### config.mk
export PLATFORM = sky130hd
export DESIGN_NAME = sensor_serial_access_port
export DESIGN_NICKNAME = d
export VERILOG_FILES = /design/src/hw/ssap_pkg.sv /design/src/hw/crc4_calc.sv /design/src/hw/sensor_serial_access_port.sv
export SDC_FILE = /design/constraint.sdc
export NUM_CORES = 1
export LEC_CHECK = 0
export BUFFER_PORTS_ARGS = -buffer_cell sky130_fd_sc_hd__buf_2
export CAP_MARGIN = 20
export CORE_AREA = 2 2 194 101
export CTS_BUF_LIST = sky130_fd_sc_hd__clkbuf_8
export DETAILED_ROUTE_END_ITERATION = 8
export DIE_AREA = 0 0 196 103
export PLACE_DENSITY = 0.64
export REMOVE_ABC_BUFFERS = 1
export SKIP_LAST_GASP = 1
export SLEW_MARGIN = 20
export SYNTH_ARGS = -nofsm -noshare
export SYNTH_HDL_FRONTEND = slang
export SYNTH_HIERARCHICAL = 1
export SYNTH_SLANG_ARGS = --single-unit
### constraint.sdc
create_clock -name core_clk -period 7.28 [get_ports core_clk]
set_clock_uncertainty 0.1 [all_clocks]
set_input_delay 1.092 -clock core_clk [delete_from_list [all_inputs] [get_ports core_clk]]
set_output_delay 1.092 -clock core_clk [all_outputs]
set_load 0.02 [all_outputs]
### src/hw/ssap_pkg.sv
package ssap_pkg;

    // Core clock rate, in cycles per microsecond
    localparam int CLK_MHZ         = 40;
    localparam int GATE_TIME_NS    = 1000;
    localparam int ACCESS_TMO_US   = 300;
    // Least time rounds up, longest time rounds down
    localparam int GATE_CYC        = (GATE_TIME_NS * CLK_MHZ + 999) / 1000;
    localparam int ACCESS_TMO_CYC  = ACCESS_TMO_US * CLK_MHZ;

    localparam int CNT_W           = 18;
    localparam int TMO_W           = 14;
    localparam int TICK_W          = 9;
    localparam int BCNT_W          = 5;
    localparam int FRAME_BITS      = 16;
    localparam int CRC_BITS        = 4;
    localparam int FRAME_CRC_BITS  = FRAME_BITS + CRC_BITS;

    localparam logic [CNT_W-1:0]  GATE_CYC_V = CNT_W'(GATE_CYC);
    localparam logic [BCNT_W-1:0] BCNT_16    = 5'h10;
    localparam logic [BCNT_W-1:0] BCNT_20    = 5'h14;
    localparam logic [BCNT_W-1:0] BCNT_MAX   = 5'h1f;

    localparam logic [3:0]  CRC_PRESET  = 4'hf;
    localparam logic [5:0]  ANGLE_ADDR  = 6'h20;
    localparam logic [5:0]  CODE_ADDR   = 6'h3f;
    localparam logic [15:0] ACCESS_DATA = 16'h62d2;
    localparam logic [15:0] EXIT_DATA   = 16'h0000;

    // Hold limits in SENT ticks
    localparam logic [TICK_W-1:0] SENT_HOLD_MIN = 9'h01e;
    localparam logic [TICK_W-1:0] SS_SHORT_MIN  = 9'h032;
    localparam logic [TICK_W-1:0] SS_SHORT_MAX  = 9'h053;
    localparam logic [TICK_W-1:0] SS_LONG_MIN   = 9'h0c4;
    localparam logic [TICK_W-1:0] SS_LONG_MAX   = 9'h129;
    localparam logic [TICK_W-1:0] AS_MIN        = 9'h032;
    localparam logic [TICK_W-1:0] AS_MAX        = 9'h050;

    typedef enum logic [2:0] {
        MODE_NONE   = 3'h0,
        MODE_PWM    = 3'h1,
        MODE_SENT   = 3'h2,
        MODE_TRIGGERED_SENT_VARIANT  = 3'h3,
        MODE_SSHORT = 3'h4,
        MODE_SLONG  = 3'h5,
        MODE_ALTERNATE_SENT_VARIANT  = 3'h6
    } out_mode_t;

    typedef enum logic [2:0] {
        M_IDLE   = 3'h0,
        M_HOLD   = 3'h1,
        M_GATE   = 3'h2,
        M_WAIT   = 3'h3,
        M_LOCKED = 3'h4,
        M_ACTIVE = 3'h5
    } mstate_t;

    typedef struct packed {
        logic       lead;
        logic       is_write;
        logic [5:0] addr;
        logic [7:0] data;
    } spi_cmd_t;

    typedef struct packed {
        logic        is_write;
        logic [3:0]  chip_sel;
        logic [5:0]  addr;
        logic [15:0] data;
    } mcmd_t;

    typedef struct packed {
        logic sclk;
        logic mosi;
        logic cs_b;
        logic line;
        logic die1;
        logic die0;
    } pins_t;

    localparam pins_t PINS_RST = 6'h0c;

endpackage

### src/hw/crc4_calc.sv
`timescale 1ns/1ps
`default_nettype none

module crc4_calc (
    input  wire logic [15:0] data,
    output logic      [3:0]  crc
);

    always_comb begin
        logic fb;
        fb  = 1'b0;
        crc = ssap_pkg::CRC_PRESET;
        for (int i = ssap_pkg::FRAME_BITS - 1; i >= 0; i--) begin
            fb  = data[i] ^ crc[3];
            crc = {crc[2], crc[1], crc[0] ^ fb, fb};
        end
    end

endmodule // crc4_calc

`default_nettype wire

### src/hw/sensor_serial_access_port.sv
`timescale 1ns/1ps
`default_nettype none

// Behaviour
// - Read takes two frames: select, then data
// - Sample on SCLK rise, act at CS rise
// - Select frame returns previously selected register
// - 16 data bits, MISO changes on SCLK fall
// - Even address whole word, odd byte only
// - CRC appended when more than 16 clocks
// - Host CRC ignored unless check enable set
// - Bad CRC frame discarded, warning flag set
// - CRC x^4+x+1, preset ones, MSB first
// - Feedback data XOR C3, shift with taps
// - Manchester zero rising, one falling, MSB first
// - Die address from two die-address pins
// - Manchester disable ignores every Manchester command
// - No angle output: entry code alone starts
// - Aux pulse then code; timeout only in gate and wait, locked waits for code
// - Aux pulses ignored when aux enable clear
// - Entry stops angle data, only codes accepted
// - Access code opens, exit code restores output
// - PWM hold twice period, gate, timeout
// - Aux pulse widths per short, long, alternate
// - Access code is 0x62D2 to 0x3F
// - Exit code is 0x0000 to 0x3F
module sensor_serial_access_port #(
    parameter int ACCESS_TMO_CYC = ssap_pkg::ACCESS_TMO_CYC
) (
    input  wire logic                core_clk,
    input  wire logic                rst_b,
    input  wire logic                sclk,
    input  wire logic                mosi,
    input  wire logic                cs_b,
    output logic                     miso,
    output logic                     miso_oe_b,
    input  wire logic                output_line,
    input  wire logic                die_addr_bit0,
    input  wire logic                die_addr_bit1,
    input  wire logic                host_crc_check_enable,
    input  wire logic                manchester_disable,
    input  wire logic                spi_output_override,
    input  wire logic                aux_pulse_enable,
    input  wire ssap_pkg::out_mode_t out_mode,
    input  wire logic [15:0]         pwm_period_cycles,
    input  wire logic [8:0]          sent_tick_cycles,
    input  wire logic                mcmd_valid,
    input  wire ssap_pkg::mcmd_t     mcmd,
    input  wire logic [15:0]         reg_word,
    input  wire logic                crc_warn_clr,
    output logic [5:0]               reg_word_addr,
    output logic                     crc_warn,
    output logic                     angle_enable,
    output logic                     manch_engaged,
    output logic                     manch_active,
    output logic                     mcmd_fwd_valid,
    output ssap_pkg::mcmd_t          mcmd_fwd,
    output logic                     aux_timeout
);

    localparam logic [ssap_pkg::TMO_W-1:0] TMO_LAST =
        ssap_pkg::TMO_W'(ACCESS_TMO_CYC - 1);

    function automatic logic die_selected(input ssap_pkg::mcmd_t c,
                                          input logic [1:0] id);
        return (c.chip_sel == 4'h0) || c.chip_sel[id];
    endfunction

    function automatic logic is_code(input ssap_pkg::mcmd_t c,
                                     input logic [15:0] d);
        return c.is_write && (c.addr == ssap_pkg::CODE_ADDR)
               && (c.data == d);
    endfunction

    function automatic logic in_range(input logic [8:0] v,
                                      input logic [8:0] lo,
                                      input logic [8:0] hi);
        return (v >= lo) && (v <= hi);
    endfunction

    function automatic logic hold_ok(
        input ssap_pkg::out_mode_t m,
        input logic [8:0]          t,
        input logic [17:0]         c,
        input logic [15:0]         per
    );
        case (m)
            ssap_pkg::MODE_PWM:
                return c >= {1'b0, per, 1'b0};
            ssap_pkg::MODE_SENT, ssap_pkg::MODE_TRIGGERED_SENT_VARIANT:
                return t >= ssap_pkg::SENT_HOLD_MIN;
            ssap_pkg::MODE_SSHORT:
                return in_range(t, ssap_pkg::SS_SHORT_MIN,
                                ssap_pkg::SS_SHORT_MAX);
            ssap_pkg::MODE_SLONG:
                return in_range(t, ssap_pkg::SS_LONG_MIN,
                                ssap_pkg::SS_LONG_MAX);
            ssap_pkg::MODE_ALTERNATE_SENT_VARIANT:
                return in_range(t, ssap_pkg::AS_MIN,
                                ssap_pkg::AS_MAX);
            default:
                return 1'b0;
        endcase
    endfunction

    ssap_pkg::pins_t s1_r;
    ssap_pkg::pins_t s2_r;
    ssap_pkg::pins_t s3_r;

    // Pins are asynchronous to core_clk; s1 feeds only s2
    always_ff @(posedge core_clk or negedge rst_b) begin
        if (!rst_b) begin
            s1_r <= ssap_pkg::PINS_RST;
            s2_r <= ssap_pkg::PINS_RST;
            s3_r <= ssap_pkg::PINS_RST;
        end else begin
            s1_r <= '{sclk: sclk, mosi: mosi, cs_b: cs_b,
                      line: output_line, die1: die_addr_bit1,
                      die0: die_addr_bit0};
            s2_r <= s1_r;
            s3_r <= s2_r;
        end
    end

    logic sclk_rise;
    logic sclk_fall;
    logic cs_rise;
    logic cs_fall;
    logic line_rise;
    logic line_fall;

    assign sclk_rise = s2_r.sclk & ~s3_r.sclk & ~s2_r.cs_b;
    assign sclk_fall = ~s2_r.sclk & s3_r.sclk & ~s2_r.cs_b;
    assign cs_rise   = s2_r.cs_b & ~s3_r.cs_b;
    assign cs_fall   = ~s2_r.cs_b & s3_r.cs_b;
    assign line_rise = s2_r.line & ~s3_r.line;
    assign line_fall = ~s2_r.line & s3_r.line;

    logic [ssap_pkg::FRAME_CRC_BITS-1:0] rx_sr_r;
    logic [ssap_pkg::BCNT_W-1:0]         bit_cnt_r;

    always_ff @(posedge core_clk or negedge rst_b) begin
        if (!rst_b) begin
            rx_sr_r   <= '0;
            bit_cnt_r <= '0;
        end else if (cs_fall) begin
            bit_cnt_r <= '0;
        end else if (sclk_rise) begin
            rx_sr_r <= {rx_sr_r[ssap_pkg::FRAME_CRC_BITS-2:0],
                        s2_r.mosi};
            if (bit_cnt_r != ssap_pkg::BCNT_MAX) begin
                bit_cnt_r <= bit_cnt_r + 5'h01;
            end
        end
    end

    logic              frame16;
    logic              frame20;
    logic              frame_len_ok;
    ssap_pkg::spi_cmd_t cmd;
    logic [3:0]        crc_rx_calc;
    logic              crc_bad;
    logic              frame_ok;

    assign frame16      = bit_cnt_r == ssap_pkg::BCNT_16;
    assign frame20      = bit_cnt_r == ssap_pkg::BCNT_20;
    assign frame_len_ok = frame16 || frame20;
    assign cmd = frame20 ? rx_sr_r[ssap_pkg::FRAME_CRC_BITS-1:
                                   ssap_pkg::CRC_BITS]
                         : rx_sr_r[ssap_pkg::FRAME_BITS-1:0];

    crc4_calc u_crc_rx (
        .data (cmd),
        .crc  (crc_rx_calc)
    );

    // Trailing host CRC only matters when checking is enabled
    assign crc_bad  = frame20 && host_crc_check_enable
                      && (crc_rx_calc != rx_sr_r[3:0]);
    assign frame_ok = cs_rise && frame_len_ok && !crc_bad
                      && !cmd.lead;

    logic [5:0] sel_addr_r;
    logic [5:0] sel_addr_nxt;

    // A write frame falls back to the angle register
    assign sel_addr_nxt = cmd.is_write ? ssap_pkg::ANGLE_ADDR : cmd.addr;

    always_ff @(posedge core_clk or negedge rst_b) begin
        if (!rst_b) begin
            sel_addr_r    <= ssap_pkg::ANGLE_ADDR;
            reg_word_addr <= ssap_pkg::ANGLE_ADDR;
        end else if (frame_ok) begin
            sel_addr_r    <= sel_addr_nxt;
            reg_word_addr <= {sel_addr_nxt[5:1], 1'b0};
        end
    end

    always_ff @(posedge core_clk or negedge rst_b) begin
        if (!rst_b) begin
            crc_warn <= 1'b0;
        end else if (cs_rise && frame_len_ok && crc_bad) begin
            crc_warn <= 1'b1;
        end else if (crc_warn_clr) begin
            crc_warn <= 1'b0;
        end
    end

    logic [15:0]                         out_word;
    logic [3:0]                          crc_tx;
    logic [ssap_pkg::FRAME_CRC_BITS-1:0] tx_sr_r;

    assign out_word = sel_addr_r[0] ? {8'h00, reg_word[7:0]}
                                    : reg_word;

    crc4_calc u_crc_tx (
        .data (out_word),
        .crc  (crc_tx)
    );

    // CRC always rides behind the data; a 16-clock host just stops early
    always_ff @(posedge core_clk or negedge rst_b) begin
        if (!rst_b) begin
            tx_sr_r   <= '0;
            miso      <= 1'b0;
            miso_oe_b <= 1'b1;
        end else begin
            miso_oe_b <= s2_r.cs_b;
            if (cs_fall) begin
                tx_sr_r <= {out_word, crc_tx};
                miso    <= out_word[15];
            end else if (sclk_fall) begin
                tx_sr_r <= {tx_sr_r[ssap_pkg::FRAME_CRC_BITS-2:0], 1'b0};
                miso    <= tx_sr_r[ssap_pkg::FRAME_CRC_BITS-2];
            end
        end
    end

    // Bit-level decode of the line is upstream; mcmd is MSB-first fields
    logic [1:0] die_id;
    logic       cmd_hit;
    logic       acc;
    logic       ext;
    logic       blocked;
    logic       aux_armed;

    assign die_id    = {s2_r.die1, s2_r.die0};
    assign cmd_hit   = mcmd_valid && die_selected(mcmd, die_id);
    assign acc       = cmd_hit
                       && is_code(mcmd, ssap_pkg::ACCESS_DATA);
    assign ext       = cmd_hit
                       && is_code(mcmd, ssap_pkg::EXIT_DATA);
    assign blocked   = manchester_disable || spi_output_override;
    assign aux_armed = aux_pulse_enable
                       && (out_mode != ssap_pkg::MODE_NONE);

    ssap_pkg::mstate_t st_r;
    ssap_pkg::mstate_t st_nxt;
    logic [ssap_pkg::CNT_W-1:0]  cyc_cnt_r;
    logic [ssap_pkg::TICK_W-1:0] tick_div_r;
    logic [ssap_pkg::TICK_W-1:0] ticks_r;
    logic [ssap_pkg::TMO_W-1:0]  tmo_cnt_r;
    logic                        tick_en;
    logic                        tmo_hit;
    logic                        waiting;

    assign tick_en = tick_div_r >= (sent_tick_cycles - 9'h001);
    assign waiting = (st_r == ssap_pkg::M_GATE)
                     || (st_r == ssap_pkg::M_WAIT);
    assign tmo_hit = waiting && (tmo_cnt_r >= TMO_LAST);

    always_comb begin
        st_nxt = st_r;
        case (st_r)
            ssap_pkg::M_IDLE: begin
                if (aux_armed && line_fall) begin
                    st_nxt = ssap_pkg::M_HOLD;
                end else if (out_mode == ssap_pkg::MODE_NONE && acc) begin
                    st_nxt = ssap_pkg::M_ACTIVE;
                end
            end
            ssap_pkg::M_HOLD: begin
                if (line_rise) begin
                    st_nxt = hold_ok(out_mode, ticks_r, cyc_cnt_r,
                                     pwm_period_cycles)
                             ? ssap_pkg::M_GATE : ssap_pkg::M_IDLE;
                end
            end
            ssap_pkg::M_GATE: begin
                if (tmo_hit) begin
                    st_nxt = ssap_pkg::M_IDLE;
                end else if (line_fall) begin
                    st_nxt = (cyc_cnt_r >= ssap_pkg::GATE_CYC_V)
                             ? ssap_pkg::M_WAIT : ssap_pkg::M_IDLE;
                end
            end
            ssap_pkg::M_WAIT: begin
                if (tmo_hit) begin
                    st_nxt = ssap_pkg::M_IDLE;
                end else if (line_rise) begin
                    st_nxt = (cyc_cnt_r >= ssap_pkg::GATE_CYC_V)
                             ? ssap_pkg::M_LOCKED : ssap_pkg::M_IDLE;
                end
            end
            ssap_pkg::M_LOCKED: begin
                if (acc) begin
                    st_nxt = ssap_pkg::M_ACTIVE;
                end else if (ext) begin
                    st_nxt = ssap_pkg::M_IDLE;
                end
            end
            ssap_pkg::M_ACTIVE: begin
                if (ext) begin
                    st_nxt = ssap_pkg::M_IDLE;
                end
            end
            default: st_nxt = ssap_pkg::M_IDLE;
        endcase
        // Override or disable drops the link whatever it was doing
        if (blocked) begin
            st_nxt = ssap_pkg::M_IDLE;
        end
    end

    always_ff @(posedge core_clk or negedge rst_b) begin
        if (!rst_b) begin
            st_r <= ssap_pkg::M_IDLE;
        end else begin
            st_r <= st_nxt;
        end
    end

    // Pulse width and gate timers restart on every state change
    always_ff @(posedge core_clk or negedge rst_b) begin
        if (!rst_b) begin
            cyc_cnt_r  <= '0;
            tick_div_r <= '0;
            ticks_r    <= '0;
        end else if (st_nxt != st_r) begin
            cyc_cnt_r  <= '0;
            tick_div_r <= '0;
            ticks_r    <= '0;
        end else begin
            if (cyc_cnt_r != '1) begin
                cyc_cnt_r <= cyc_cnt_r + 18'h00001;
            end
            tick_div_r <= tick_en ? 9'h000 : tick_div_r + 9'h001;
            if (tick_en && ticks_r != '1) begin
                ticks_r <= ticks_r + 9'h001;
            end
        end
    end

    // Timeout runs from the end of the hold across gate and wait
    always_ff @(posedge core_clk or negedge rst_b) begin
        if (!rst_b) begin
            tmo_cnt_r <= '0;
        end else if (st_r == ssap_pkg::M_HOLD) begin
            tmo_cnt_r <= '0;
        end else if (waiting && !tmo_hit) begin
            tmo_cnt_r <= tmo_cnt_r + 14'h0001;
        end
    end

    always_ff @(posedge core_clk or negedge rst_b) begin
        if (!rst_b) begin
            angle_enable   <= 1'b1;
            manch_engaged  <= 1'b0;
            manch_active   <= 1'b0;
            mcmd_fwd_valid <= 1'b0;
            mcmd_fwd       <= '0;
            aux_timeout    <= 1'b0;
        end else begin
            angle_enable   <= (st_nxt == ssap_pkg::M_IDLE)
                              || (st_nxt == ssap_pkg::M_HOLD);
            manch_engaged  <= (st_nxt == ssap_pkg::M_LOCKED)
                              || (st_nxt == ssap_pkg::M_ACTIVE);
            manch_active   <= st_nxt == ssap_pkg::M_ACTIVE;
            mcmd_fwd_valid <= (st_r == ssap_pkg::M_ACTIVE) && cmd_hit
                              && !ext && !blocked;
            mcmd_fwd       <= mcmd;
            aux_timeout    <= tmo_hit && !blocked;
        end
    end
endmodule // sensor_serial_access_port

`default_nettype wire

After elaboration in Yosys (flattened, before gate mapping)
Cells that the tools add are included.
{"block": "word_totals", "in_bits": 85, "regBits": 152, "output_inout_bits": 41}
{"block": "classes", "n_addsub": 6, "n_mux": 39, "reduce_logical": 52, "n_eq_ne": 23, "bitwise_logic": 77, "n_lt_le_gt_ge": 11}
{"operator": "1-bit XOR", "count": 56}
{"operator": "19-bit 2-to-1 mux", "count": 2}
{"operator": "18-bit 2-to-1 mux", "count": 2}
{"operator": "9-bit 2-to-1 mux", "count": 4}
{"operator": "3-bit 2-to-1 mux", "count": 11}
{"operator": "16-bit 2-to-1 mux", "count": 2}
{"operator": "14-bit 2-to-1 mux", "count": 2}
{"operator": "1-bit logical AND", "count": 25}
{"operator": "3-bit equality test (second input constant)", "count": 7}
{"operator": "18-bit by 1-bit adder with 18-bit output (second input constant)", "count": 1}
{"operator": "9-bit by 1-bit adder with 9-bit output (second input constant)", "count": 2}
{"operator": "18-bit by 17-bit >= comparator with 1-bit output", "count": 1}
{"operator": "18-bit by 6-bit >= comparator with 1-bit output (second input constant)", "count": 1}
{"operator": "9-bit by 7-bit less-or-equal comparator with 1-bit output (second input constant)", "count": 2}
{"operator": "18-bit inequality test (second input constant)", "count": 1}
{"operator": "3-bit case mux with 6 select lines", "count": 1}
{"operator": "16-bit by 15-bit equality test with 1-bit output (second input constant)", "count": 1}
{"operator": "16-bit logical NOT", "count": 1}
{"operator": "5-bit 2-to-1 mux", "count": 3}
{"operator": "14-bit by 1-bit adder with 14-bit output (second input constant)", "count": 1}
{"operator": "14-bit >= comparator (second input constant)", "count": 1}
{"operator": "2-bit nonzero test", "count": 7}
{"operator": "1-bit NOT", "count": 13}
{"operator": "3-bit by 2-bit equality test with 1-bit output (second input constant)", "count": 4}
{"operator": "other kinds (28)", "count": 57}

Depth between registers and ports, before layout
Gate-level depths: netlist (run 1).
{"block": "depth", "word_depth": 17, "ltp_mapped": 17}

Hierarchy
Netlist (run 1), hierarchy kept.
{"mod": "sensor_serial_access_port", "area_per_inst_um2": 7825.0, "n_inst": 1, "cells_each": 713, "seq_area_each_um2": 3813.7}
{"mod": "crc4_calc", "area_per_inst_um2": 264.0, "n_inst": 2, "cells_each": 26, "seq_area_each_um2": 0.0}

Least setup slack after synthesis (run 1)
OpenSTA, ideal clock, no wires.
{"block": "synth_path", "path_kind": "reg2reg", "start": "reg bit_cnt_r[0] (netlist bit)", "end": "reg reg_word_addr[1]", "arrival_time_ps": 3768, "path_slack_ps": 3287, "stages_incl_launch_ff": 18, "period_less_slack_ps": 3993, "path_buffers": 2, "cell_sequence": "dfrtp_1 -> inv_1 -> ha_1 -> nand2_1 -> nor2_1 -> nand2_1 -> clkbuf_1 -> mux2_2 -> xnor2_1 -> xnor2_2 -> xnor3_2 -> xnor2_1 -> xnor2_1 -> a41oi_1 -> nand2_1 -> and3b_1 -> clkbuf_1 -> mux2_2"}
{"item": "from (decl)", "line_no": "sensor_serial_access_port.sv:140", "text": "logic [ssap_pkg::BCNT_W-1:0] bit_cnt_r;"}
{"item": "from (signal assigned)", "line_no": "sensor_serial_access_port.sv:152", "text": "bit_cnt_r <= bit_cnt_r + 5'h01;"}
{"item": "to (signal assigned)", "line_no": "sensor_serial_access_port.sv:192", "text": "reg_word_addr <= ssap_pkg::ANGLE_ADDR;"}
{"item": "to (signal assigned)", "line_no": "sensor_serial_access_port.sv:195", "text": "reg_word_addr <= {sel_addr_nxt[5:1], 1'b0};"}
{"item": "to (decl)", "line_no": "sensor_serial_access_port.sv:51", "text": "output logic [5:0] reg_word_addr,"}

==> reports/metrics.yaml, run 1 <==
run_status:
  status: "completed"
pwr:
  peakVddDrop_mv: 0.133
  power_density_nw_per_um2: 228
  p_leak_nw: 4.48
timing:
  worst_pin_slew_ns: 1.06
  slew_violations: 0
  setup-tns-final_ns: 0
  min_period_ns: 4.25
  hold_violations: 0
  slew_headroom_pct: 29.2
  timing.final.crit_share_pct: 58.3
  max_freq_ghz: 0.236
  rsz0062_at_grt: "false"
  setup_viol: 0
worst_setup_path:
  cp_slowest_cell: "nand2_1"
  cp_max_fo: 17
  cp-end-kind: "flip-flop"
  path_cells: "inv_1, ha_1, nand2_1, nor2_1, nand2_1, mux2_2, xor2_1, xnor2_1, xnor3_2, xnor2_1, xnor2_1, a41oi_1, nand2_1, and3b_1, mux2_2"
  rrSetupSlack_ns: 3.03
  reg2reg_from: "bit_cnt_r[0]$_DFFE_PN0P_"
  crit-reg2reg-capture: "reg_word_addr[4]$_DFFE_PN0P_"
  cp-startpoint: "bit_cnt_r[0]$_DFFE_PN0P_"
  worstSetupStartpointType: "flip-flop"
  slowest_delay_ns: 0.51
  r2r_cells: 15
  worstSetupPathType: "flip-flop to flip-flop"
  critical_path_buf_inv_count: 1
  arrival_ns: 4.47
  cp.required_ns: 7.51
  cpLargestDelayFamily: "XOR/XNOR gates"
cts:
  holdBufCountCts: 0
  tritoncts: "built"
  cts_setup_buffers: 0
  cts.repair.resized: 0
  cts_max_level: 4
  clock-sinks: 152
  root_buffer: "clkbuf_8"
  cts_buffers: 17
  clock_latency_ns: 0.45
  clockBufferDepth: 2
  clk_pin_slew_ns: 0.09
routing:
  vias: 5925
  drt_first_pass_iters: 4
  drtAntennaViolNets: 0
  drc: 0
  finalWirelength_um: 18600
  post_drt_wl_per_cell_um: 16.3
  vias_per_cell: 5.17
  initialDrtViolationCount: 347
min_path:
  hold_end: "die_id[0]$_DFF_PN0_"
  hold_start: "s1_r[0]$_DFF_PN0_"
  hold_depth: 0
  min_path_type: "flip-flop to flip-flop"
logic_synthesis:
  ys_ff_latch: 152
  synth_compound_area_share_pct: 7.82
  synth.top_cell.area_share_pct: 43.1
  synth_top_family_by_area: "simple AND/OR/NAND/NOR gates"
  ys_top_cells_by_area: "dfrtp_1 (43%), xnor2_1 (7.1%), ha_1 (5.4%), mux2_2 (5.4%), xor2_1 (3.4%)"
  seq_area_frac_synth_pct: 45.7
  syn_inst: 765
  synth_area_sq_um: 8350
  synth_top_flop_cell: "dfrtp_1"
  synth_edf_count: 0
  syn_area_per_cell_sq_um: 10.9
  synth.distinct_cells: 77
  async_flop_share_pct: 100
  synthAdderAreaFrac_pct: 5.39
  yosys_warnings: 6
  synth_xor_area_share_pct: 12.0
  synthMuxAreaShare_pct: 7.46
  synth-simple-area-share_pct: 18.7
  synth_top_cell_by_area: "dfrtp_1"
layout:
  final_cell_mix: "dfrtp_1 (144), buf_2 (123), xnor2_1 (68), nand2_1 (67), nor2_1 (43)"
  fin_util_pct: 51.1
  layout_commonest_cell: "dfrtp_1"
  area_delta_synth_final_pct: 14.7
  fin_area_sq_um: 9580
  num_antenna_cells: 0
  drive_gt1_share_pct: 29.2
  nets: 1007
grt:
  grt_first_pass_wirelength_um: 30700
  track_usage_pct: 19.3
  grt_pass1_vias: 5815
  grt_max_degree: 90
  antenna_found_initial: 0
  gr-total-overflow: 0
place:
  port-buffer-count: 124
  gp_congestion: 0.865
  dpl_cell_area_sq_um: 9210
  dp_hpwl_um: 13400
floorplanning:
  die_x_um: 196
  die-height_um: 103
  core-area_sq_um: 18700
  rows: 36
  boundaryPins: 126
  die-area_sq_um: 20200
  initial_utilization_pct: 44.6
flow_run:
  max_cap_violations: 0
## worst max path at each step
stage                                   endpoint  slack, ns  cells past startpoint
finish              reg_word_addr[4]$_DFFE_PN0P_       3.03                     15
global route        reg_word_addr[4]$_DFFE_PN0P_       2.71                     15
CTS                 reg_word_addr[4]$_DFFE_PN0P_       3.01                     15
detailed placement        ticks_r[4]$_DFFE_PN0P_       2.94                     13
global placement          ticks_r[4]$_DFFE_PN0P_       3.04                     13
floorplan              cyc_cnt_r[16]$_DFFE_PN0P_       3.34                      6
## synth_stat cells, types with 6 or more instances
cell type  instances
nor2b_1           21
mux2_2            40
nand2_1           68
a22oi_1           10
nor4_1            16
and3_1             9
nand2b_1           6
nand3_1           17
inv_1             29
nor2_1            43
ha_1              36
dfrtp_1          144
a21oi_1           13
nor3_1            16
mux2i_1           15
o21ai_0           18
nor3_2            26
clkbuf_1          18
xor2_1            32
nand4_1           18
xnor2_1           68
dfstp_2            8
## per-layer routing
layer | wire length, um | global-route usage [%]
met4 | 78 | 3.38
met3 | 816 | 4.45
met5 | 0 | 0
met1 | 10500 | 31.3
met2 | 7220 | 25.8
## cells by family (layout without fill, tap and decap cells)
logic type      count (synthesis)  after routing
compound gates                 87             87
xor+xnor                      106            106
fa+ha+maj                      36             36
buf+inv                        57            190
flops                         152            152
mux                            56             56
other cells                     1              1
simple gates                  270            270
## through the flow
step / instances / setup slack [ns] / hold WS, ns / total power [mW]
finish: 1145 / 3.03 / 0.254 / 2.18
detailed placement: 1114 / 2.94 / 0.235 / 1.57
floorplan: 737 / 3.34 / 0.231 / 1.41
global placement: 1114 / 3.04 / 0.236 / 1.56
global route: 1145 / 2.71 / 0.263 / 2.33
CTS: 1145 / 3.01 / 0.256 / 2.21
## where the power goes
part	switching (mW)	total, mW	leakage (nW)	internal [mW]
clock network	0.357	0.633	0.175	0.277
registers	0.0952	1.03	1.95	0.934
logic	0.266	0.523	2.36	0.257
total	0.718	2.18	4.48	1.47
## state kept, by name, summed over array words and instances, names as in the netlist, 6 cells and up
register    flops
mcmd_fwd       27
rx_sr_r        20
tx_sr_r        19
cyc_cnt_r      18
tmo_cnt_r      14
tick_div_r      9
ticks_r         9
s1_r            6
## cell type report
class / instances / area, sq um
clock inverters: 14 / 139
multi-input cells: 556 / 4310
clock buffers: 17 / 234
flip-flops and latches: 152 / 3810
well taps: 247 / 309
fillers: 1722 / 9150
inverters: 29 / 109
repair buffers: 130 / 672
## worst register-to-register path: stages (launching register included)
cell	delay, ns
dfrtp_1	0.41
inv_1	0.06
ha_1	0.19
nand2_1	0.10
nor2_1	0.05
nand2_1	0.51
mux2_2	0.48
xor2_1	0.19
xnor2_1	0.22
xnor3_2	0.49
xnor2_1	0.19
xnor2_1	0.15
a41oi_1	0.19
nand2_1	0.11
and3b_1	0.33
mux2_2	0.37
Note: power is estimated with default switching activity, not from simulation.
==> inputs of run 2 (changes only) <==
--- a/config.mk
+++ b/config.mk
@@ -11,7 +11,7 @@
 export CTS_BUF_LIST = sky130_fd_sc_hd__clkbuf_8
 export DETAILED_ROUTE_END_ITERATION = 8
 export DIE_AREA = 0 0 196 103
-export PLACE_DENSITY = 0.64
+export PLACE_DENSITY = 0.66
 export REMOVE_ABC_BUFFERS = 1
 export SKIP_LAST_GASP = 1
 export SLEW_MARGIN = 20
==> constraint.sdc (replaced) <==
create_clock -name core_clk -period 3.5 [get_ports core_clk]
set_clock_uncertainty 0.1 [all_clocks]
set_input_delay 0.525 -clock core_clk [delete_from_list [all_inputs] [get_ports core_clk]]
set_output_delay 0.525 -clock core_clk [all_outputs]
set_load 0.02 [all_outputs]
==> run 2 against run 1 <==
Net effect:
- the flow now finishes with violations (hold timing, setup timing)
- routed wire length is 6.3% higher
- count of clock-buffer cells in the layout stayed put
- first-iteration DRC count is 3.5% lower
- worst hold slack worse by 0.28 ns
- critical endpoint unchanged
==> reports/metrics.yaml, run 2 (synthesis gave the netlist of run 1 again) <==
run_status:
  status: "complete, but fails checks"  # was completed
  violations: "hold timing, setup timing"
routing:
  vias: 6186  # was 5925
  finalWirelength_um: 19800  # was 18600 um
  drc: 0  # unchanged
  vias_per_cell: 5.24  # was 5.17
  initialDrtViolationCount: 335  # was 347
  post_drt_wl_per_cell_um: 16.8  # was 16.3 um
  drt_first_pass_iters: 5  # was 4
  drtAntennaViolNets: 0  # unchanged
flow_run:
  max_cap_violations: 0  # unchanged
worst_setup_path:
  cp.depth: 17  # was 15
  cpMostUsedCell: "xnor2_2"
  cp_max_fo: 8  # was 17
  cp-startpoint: "bit_cnt_r[0]$_DFFE_PN0P_"  # unchanged
  cp.required_ns: 3.75  # was 7.51 ns
  rrSetupSlack_ns: -0.19  # was 3.03 ns
  r2r_cells: 17  # was 15
  slowest_delay_ns: 0.49  # was 0.51 ns
  cp_slowest_cell: "xnor3_2"  # was nand2_1
  worstSetupPathType: "flip-flop to flip-flop"  # unchanged
  cp-end-kind: "flip-flop"  # unchanged
  crit-reg2reg-capture: "reg_word_addr[4]$_DFFE_PN0P_"  # unchanged
  arrival_ns: 3.93  # was 4.47 ns
  worstSetupStartpointType: "flip-flop"  # unchanged
  reg2reg_from: "bit_cnt_r[0]$_DFFE_PN0P_"  # unchanged
  path_cells: "inv_1, ha_2, nand2_2, nor2_2, nand2_2, buf_12, mux2_4, buf_6, xnor2_4, xnor2_2, xnor3_2, xnor2_2, xnor2_2, a41oi_2, nand2_1, and3b_2, mux2_4"  # was inv_1, ha_1, nand2_1, nor2_1, nand2_1, mux2_2, xor2_1, xnor2_1, xnor3_2, xnor2_1, xnor2_1, a41oi_1, nand2_1, and3b_1, mux2_2
  crit_end: "reg_word_addr[4]$_DFFE_PN0P_"  # unchanged
  critical_path_buf_inv_count: 3  # was 1
  cpLargestDelayFamily: "XOR/XNOR gates"  # unchanged
pwr:
  power_density_nw_per_um2: 468  # was 228 nW/um^2
  power_mw: 4.73  # was 2.18 mW
  p_leak_nw: 4.77  # was 4.48 nW
  peakVddDrop_mv: 0.278  # was 0.133 mV
cts:
  clock_latency_ns: 0.45  # about the same
  clockBufferDepth: 2  # unchanged
  cts_buffers: 17  # unchanged
  clk_pin_slew_ns: 0.09  # about the same
  cts_max_level: 4  # unchanged
  tritoncts: "built"  # unchanged
  root_buffer: "clkbuf_8"  # unchanged
  clock-sinks: 152  # unchanged
grt:
  track_usage_pct: 20.3  # was 19.3%
  grt_pass1_vias: 5880  # was 5815
  gr-total-overflow: 0  # unchanged
  grt_first_pass_wirelength_um: 31900  # was 30700 um
  grt_max_degree: 77  # was 90
  antenna_found_initial: 0  # unchanged
timing:
  worst_pin_slew_ns: 0.789  # was 1.06 ns
  timing.final.crit_share_pct: 105  # was 58.3%
  hold_violations: 11  # was 0
  setup_viol: 6  # was 0
  rsz0062_at_grt: "true"  # was false
  max_freq_ghz: 0.271  # was 0.236 GHz
  min_period_ns: 3.69  # was 4.25 ns
  slew_violations: 0  # unchanged
  slew_headroom_pct: 47.0  # was 29.2%
  whs_ns: -0.0246  # was 0.254 ns
  setup_ws_ns: -0.186  # was 3.03 ns
layout:
  top_register: "mcmd_fwd"  # unchanged
  layout_commonest_cell: "dfrtp_1"  # unchanged
  num_antenna_cells: 0  # unchanged
  final_cell_mix: "dfrtp_1 (144), buf_2 (123), nand2_1 (65), xnor2_1 (59), nor2_1 (42)"  # was dfrtp_1 (144), buf_2 (123), xnor2_1 (68), nand2_1 (67), nor2_1 (43)
  final_cells: 1180  # was 1145
  area_delta_synth_final_pct: 20.9  # was 14.7%
  nets: 1041  # was 1007
  largestRegisters: "mcmd_fwd: 27 flops, rx_sr_r: 20 flops, tx_sr_r: 19 flops"  # unchanged
  drive_gt1_share_pct: 33.3  # was 29.2%
  largest_reg_flops: 27  # unchanged
floorplanning:
  rows: 36  # unchanged
  core-area_sq_um: 18700  # unchanged
  die_x_um: 196  # unchanged
  die-area_sq_um: 20200  # unchanged
  die-height_um: 103  # unchanged
  boundaryPins: 126  # unchanged
  initial_utilization_pct: 44.6  # unchanged
place:
  dp_cells: 1143  # was 1114
  dp_hpwl_um: 14800  # was 13400 um
  gp_congestion: 0.869  # was 0.865
  port-buffer-count: 124  # unchanged
min_path:
  min_path_type: "primary input to async pin"  # was flip-flop to flip-flop
==> run 2: changes by cell type in the layout (fill, tap and decap cells not counted), sizes merged <==
cell | previous run | this run
buf | 130 | 164
clkinv | 2 | 6
clkinvlp | 5 | 1
inv | 35 | 36
==> run 2: worst min-delay path by stage <==
stage                           start                endpoint  cells after the start
floorplan                       rst_b   aux_timeout$_DFF_PN0_                      0
global placement    s1_r[4]$_DFF_PN0_       s2_r[4]$_DFF_PN0_                      0
detailed placement  s1_r[0]$_DFF_PN0_     die_id[0]$_DFF_PN0_                      0
CTS                             rst_b  rx_sr_r[6]$_DFFE_PN0P_                      1
global route                    rst_b  rx_sr_r[3]$_DFFE_PN0P_                      1
finish                          rst_b  rx_sr_r[3]$_DFFE_PN0P_                      1
==> run 2: timing repair <==
action,CTS,global route
gates resized for setup,11,18
hold buffers,0,0
endpoints found under the setup margin,6,7
setup buffers,4,2
pin swaps,2,11
==> run 2: power by group <==
group          leakage, nW  internal, mW  switching, mW  total, mW
clock network        0.201         0.591          0.770       1.36
logic                 2.62         0.604          0.617       1.22
registers             1.95          1.94          0.205       2.15
==> run 2: layout make-up <==
cell class,count,area [sq um]
sequential,152,3810
timing repair buffer,164,1010
clock buffer,17,234
fill,1655,8640
multi-input combinational,556,4450
tap,247,309
clock inverter,15,164
inverter,29,109
==> run 2: per-layer routing <==
| metal | global-route usage (%) | up-vias | part of all wire [%] |
|---|---|---|---|
| met5 | 0 | - | 0 |
| met4 | 5.07 | 0 | 0.89 |
| met3 | 4.22 | 14 | 6.0 |
| met2 | 27.3 | 195 | 39 |
| met1 | 32.5 | 2955 | 54 |
| li1 | - | 3022 | - |
==> run 2: per-stage QoR <==
step,utilization [%],setup WS [ns],setup TNS (ns),instance area [sq um],hold WS [ns]
5_1_grt,53.9,-0.353,-2.05,10100,0.0229
4_1_cts,53.4,-0.106,-0.446,10000,0.00515
3_3_place_gp,50.7,-0.0935,-0.384,9490,0.231
6_report,53.9,-0.186,-0.995,10100,-0.0246
3_5_place_dp,50.7,-0.217,-1.17,9500,0.240
2_1_floorplan,-,-0.296,-1.37,8220,0.129
==> inputs of run 3 (changes only) <==
--- a/config.mk
+++ b/config.mk
@@ -7,10 +7,10 @@
 export LEC_CHECK = 0
 export BUFFER_PORTS_ARGS = -buffer_cell sky130_fd_sc_hd__buf_2
 export CAP_MARGIN = 20
-export CORE_AREA = 2 2 194 101
+export CORE_AREA = 4 4 196 103
 export CTS_BUF_LIST = sky130_fd_sc_hd__clkbuf_8
 export DETAILED_ROUTE_END_ITERATION = 8
-export DIE_AREA = 0 0 196 103
+export DIE_AREA = 0 0 200 107
 export PLACE_DENSITY = 0.66
 export REMOVE_ABC_BUFFERS = 1
 export SKIP_LAST_GASP = 1
==> constraint.sdc (replaced) <==
create_clock -name core_clk -period 3.5 [get_ports core_clk]
set_clock_uncertainty 0.1 [all_clocks]
set_input_delay 0.175 -clock core_clk [delete_from_list [all_inputs] [get_ports core_clk]]
set_output_delay 0.175 -clock core_clk [all_outputs]
set_load 0.05 [all_outputs]
==> run 3 against run 2 <==
Net effect:
- the run ends with setup timing left
- fmax is 0.76% higher
- die area increased by 6.0%
- design area grew 5.3%
- largest power group unchanged
==> reports/metrics.yaml, run 3 (synthesis gave the netlist of run 1 again) <==
layout:
  drive_gt1_share_pct: 32.8  # was 33.3%
  largest_reg_flops: 27  # unchanged
  nets: 1103  # was 1041
  num_antenna_cells: 0  # unchanged
  layout_commonest_cell: "dfrtp_1"  # unchanged
  fin_util_pct: 58.2  # was 53.9%
  final_cell_mix: "dfrtp_1 (144), buf_2 (123), nand2_1 (65), xnor2_1 (58), buf_4 (50)"  # was dfrtp_1 (144), buf_2 (123), nand2_1 (65), xnor2_1 (59), nor2_1 (42)
  top_register: "mcmd_fwd"  # unchanged
  fill_cells: 1537  # was 1655
  seqCellArea_sq_um: 3810  # unchanged
  area_delta_synth_final_pct: 27.3  # was 20.9%
  largestRegisters: "mcmd_fwd: 27 flops, rx_sr_r: 20 flops, tx_sr_r: 19 flops"  # unchanged
  multi_input_area_sq_um: 4490  # was 4450 sq um
timing:
  setup_ws_ns: -0.159  # was -0.186 ns
  min_period_ns: 3.66  # was 3.69 ns
  setup-tns-final_ns: -0.864  # was -0.995 ns
  rsz0062_at_grt: "true"  # unchanged
  slew_headroom_pct: 37.9  # was 47.0%
  max_freq_ghz: 0.273  # was 0.271 GHz
  timing.final.crit_share_pct: 105  # about the same
  setup_viol: 6  # unchanged
  hold_violations: 0  # was 11
  slew_violations: 0  # unchanged
  whs_ns: 0.0336  # was -0.0246 ns
  worst_pin_slew_ns: 0.929  # was 0.789 ns
worst_setup_path:
  reg2reg_from: "bit_cnt_r[1]$_DFFE_PN0P_"  # was bit_cnt_r[0]$_DFFE_PN0P_
  cp_max_fo: 7  # was 8
  worstSetupStartpointType: "flip-flop"  # unchanged
  cp.required_ns: 3.73  # was 3.75 ns
  worstSetupPathType: "flip-flop to flip-flop"  # unchanged
  rrSetupSlack_ns: -0.16  # was -0.19 ns
  arrival_ns: 3.89  # was 3.93 ns
  cp-startpoint: "bit_cnt_r[1]$_DFFE_PN0P_"  # was bit_cnt_r[0]$_DFFE_PN0P_
  crit-reg2reg-capture: "reg_word_addr[1]$_DFFE_PN0P_"  # was reg_word_addr[4]$_DFFE_PN0P_
  r2r_cells: 16  # was 17
  crit_end: "reg_word_addr[1]$_DFFE_PN0P_"  # was reg_word_addr[4]$_DFFE_PN0P_
  cp-end-kind: "flip-flop"  # unchanged
floorplanning:
  die-height_um: 107  # was 103 um
  boundaryPins: 126  # unchanged
  core-area_sq_um: 18300  # was 18700 sq um
  die-area_sq_um: 21400  # was 20200 sq um
  rows: 35  # was 36
  die_x_um: 200  # was 196 um
  initial_utilization_pct: 45.7  # was 44.6%
cts:
  clock-sinks: 152  # unchanged
  clk_pin_slew_ns: 0.08  # was 0.09 ns
  tritoncts: "built"  # unchanged
  cts_buffers: 17  # unchanged
  clockBufferDepth: 2  # unchanged
  cts_max_level: 4  # unchanged
  clock_latency_ns: 0.45  # about the same
  root_buffer: "clkbuf_8"  # unchanged
grt:
  antenna_found_initial: 0  # unchanged
  grt_first_pass_wirelength_um: 31600  # was 31900 um
  gr-total-overflow: 0  # unchanged
  grt_pass1_vias: 6582  # was 5880
  track_usage_pct: 18.2  # was 20.3%
  grt_max_degree: 78  # was 77
routing:
  drtAntennaViolNets: 0  # unchanged
  drc: 0  # unchanged
  vias_per_cell: 5.22  # was 5.24
  drt_first_pass_iters: 5  # unchanged
  post_drt_wl_per_cell_um: 15.6  # was 16.8 um
  finalWirelength_um: 19300  # was 19800 um
  initialDrtViolationCount: 240  # was 335
  vias: 6447  # was 6186
pwr:
  p_int_mw: 3.20  # was 3.14 mW
  power_mw: 4.74  # was 4.73 mW
  p_clk_share_pct: 28.3  # was 28.8%
  power_density_nw_per_um2: 446  # was 468 nW/um^2
  p_comb_share_pct: 26.5  # was 25.8%
  switching_share_pct: 32.5  # was 33.7%
  seqPwrFrac_pct: 45.2  # was 45.4%
  peakVddDrop_mv: 0.213  # was 0.278 mV
  net-switching-power_mw: 1.54  # was 1.59 mW
  p_leak_nw: 5.02  # was 4.77 nW
run_status:
  violations: "setup timing"  # was hold timing, setup timing
  status: "complete, but fails checks"  # unchanged
place:
  dp_hpwl_um: 13200  # was 14800 um
  port-buffer-count: 124  # unchanged
  gp_congestion: 0.836  # was 0.869
min_path:
  min_path_type: "primary input to flip-flop"  # was primary input to async pin
flow_run:
  max_cap_violations: 0  # unchanged
run 3: cell types whose count changed in the layout (fill, tap and decap cells not counted), sizes merged:
cell         change
dlygate4sd3     +49
buf             +13
bufinv           +1
clkinv           -4
clkinvlp         +3
run 3: power by group through the flow:
stage          registers, mW  clock network (mW)  logic, mW
6_report                2.14                1.34       1.26
4_1_cts                 2.14                1.38       1.23
3_5_place_dp            2.17                   0       1.13
3_3_place_gp            2.17                   0       1.10
2_1_floorplan           2.18                   0      0.801
5_1_grt                 2.17                1.47       1.40
run 3: critical path, stage by stage, from the launching register on:
cell and delay, ns:
dfrtp_1 0.38, inv_1 0.06, ha_2 0.18, nand2_4 0.06
nor2_4 0.12, nand2_4 0.11, buf_6 0.16, mux2_4 0.34
xnor2_4 0.19, xnor2_2 0.14, xnor3_2 0.51, xnor2_2 0.22
xnor2_2 0.14, a41oi_2 0.15, nand2_1 0.08, and3b_2 0.29
mux2_4 0.31
run 3: how the worst min path moves through the flow:
stage / startpoint / end / slack (ns) / cells after the start
5_1_grt: reg_word[8] / tx_sr_r[12]$_DFFE_PN0P_ / 0.01 / 4
4_1_cts: reg_word[8] / tx_sr_r[12]$_DFFE_PN0P_ / 0.008 / 4
3_3_place_gp: rst_b / cyc_cnt_r[9]$_DFFE_PN0P_ / 0.14 / 1
2_1_floorplan: rst_b / aux_timeout$_DFF_PN0_ / -0.22 / 0
6_report: reg_word[8] / tx_sr_r[12]$_DFFE_PN0P_ / 0.03 / 4
3_5_place_dp: rst_b / s1_r[0]$_DFF_PN0_ / 0.16 / 1
run 3: per-layer routing:
layer  wire [um]  vias up  global-route usage (%)
met5           0        -                       0
li1            -     3137                       -
met1        8560     3170                    23.1
met2        9860      111                    31.1
met3         539       29                    3.80
met4         316        0                    6.01
run 3: what timing repair did:
action	in CTS	in global routing
gates resized for setup	20	15
buffers inserted	16	6
setup endpoints to repair	6	6
hold buffers	49	0
pin swaps	3	13
endpoints found under the hold margin	114	0
run 3: per-stage QoR:
step	std cells	cell area (sq um)	setup WS, ns
finish	1235	10600	-0.159
global route	1235	10600	-0.328
CTS	1229	10500	-0.0416
detailed placement	1132	9400	-0.296
global placement	1132	9400	-0.152
floorplan	737	8220	-0.296
run 3: area by class of cell:
type	count	area share [%]
sequential	152	35.9
timing repair buffer	226	14.4
clock inverter	15	1.42
multi-input combinational	556	42.2
clock buffer	17	2.20
tap	240	2.82
inverter	29	1.02
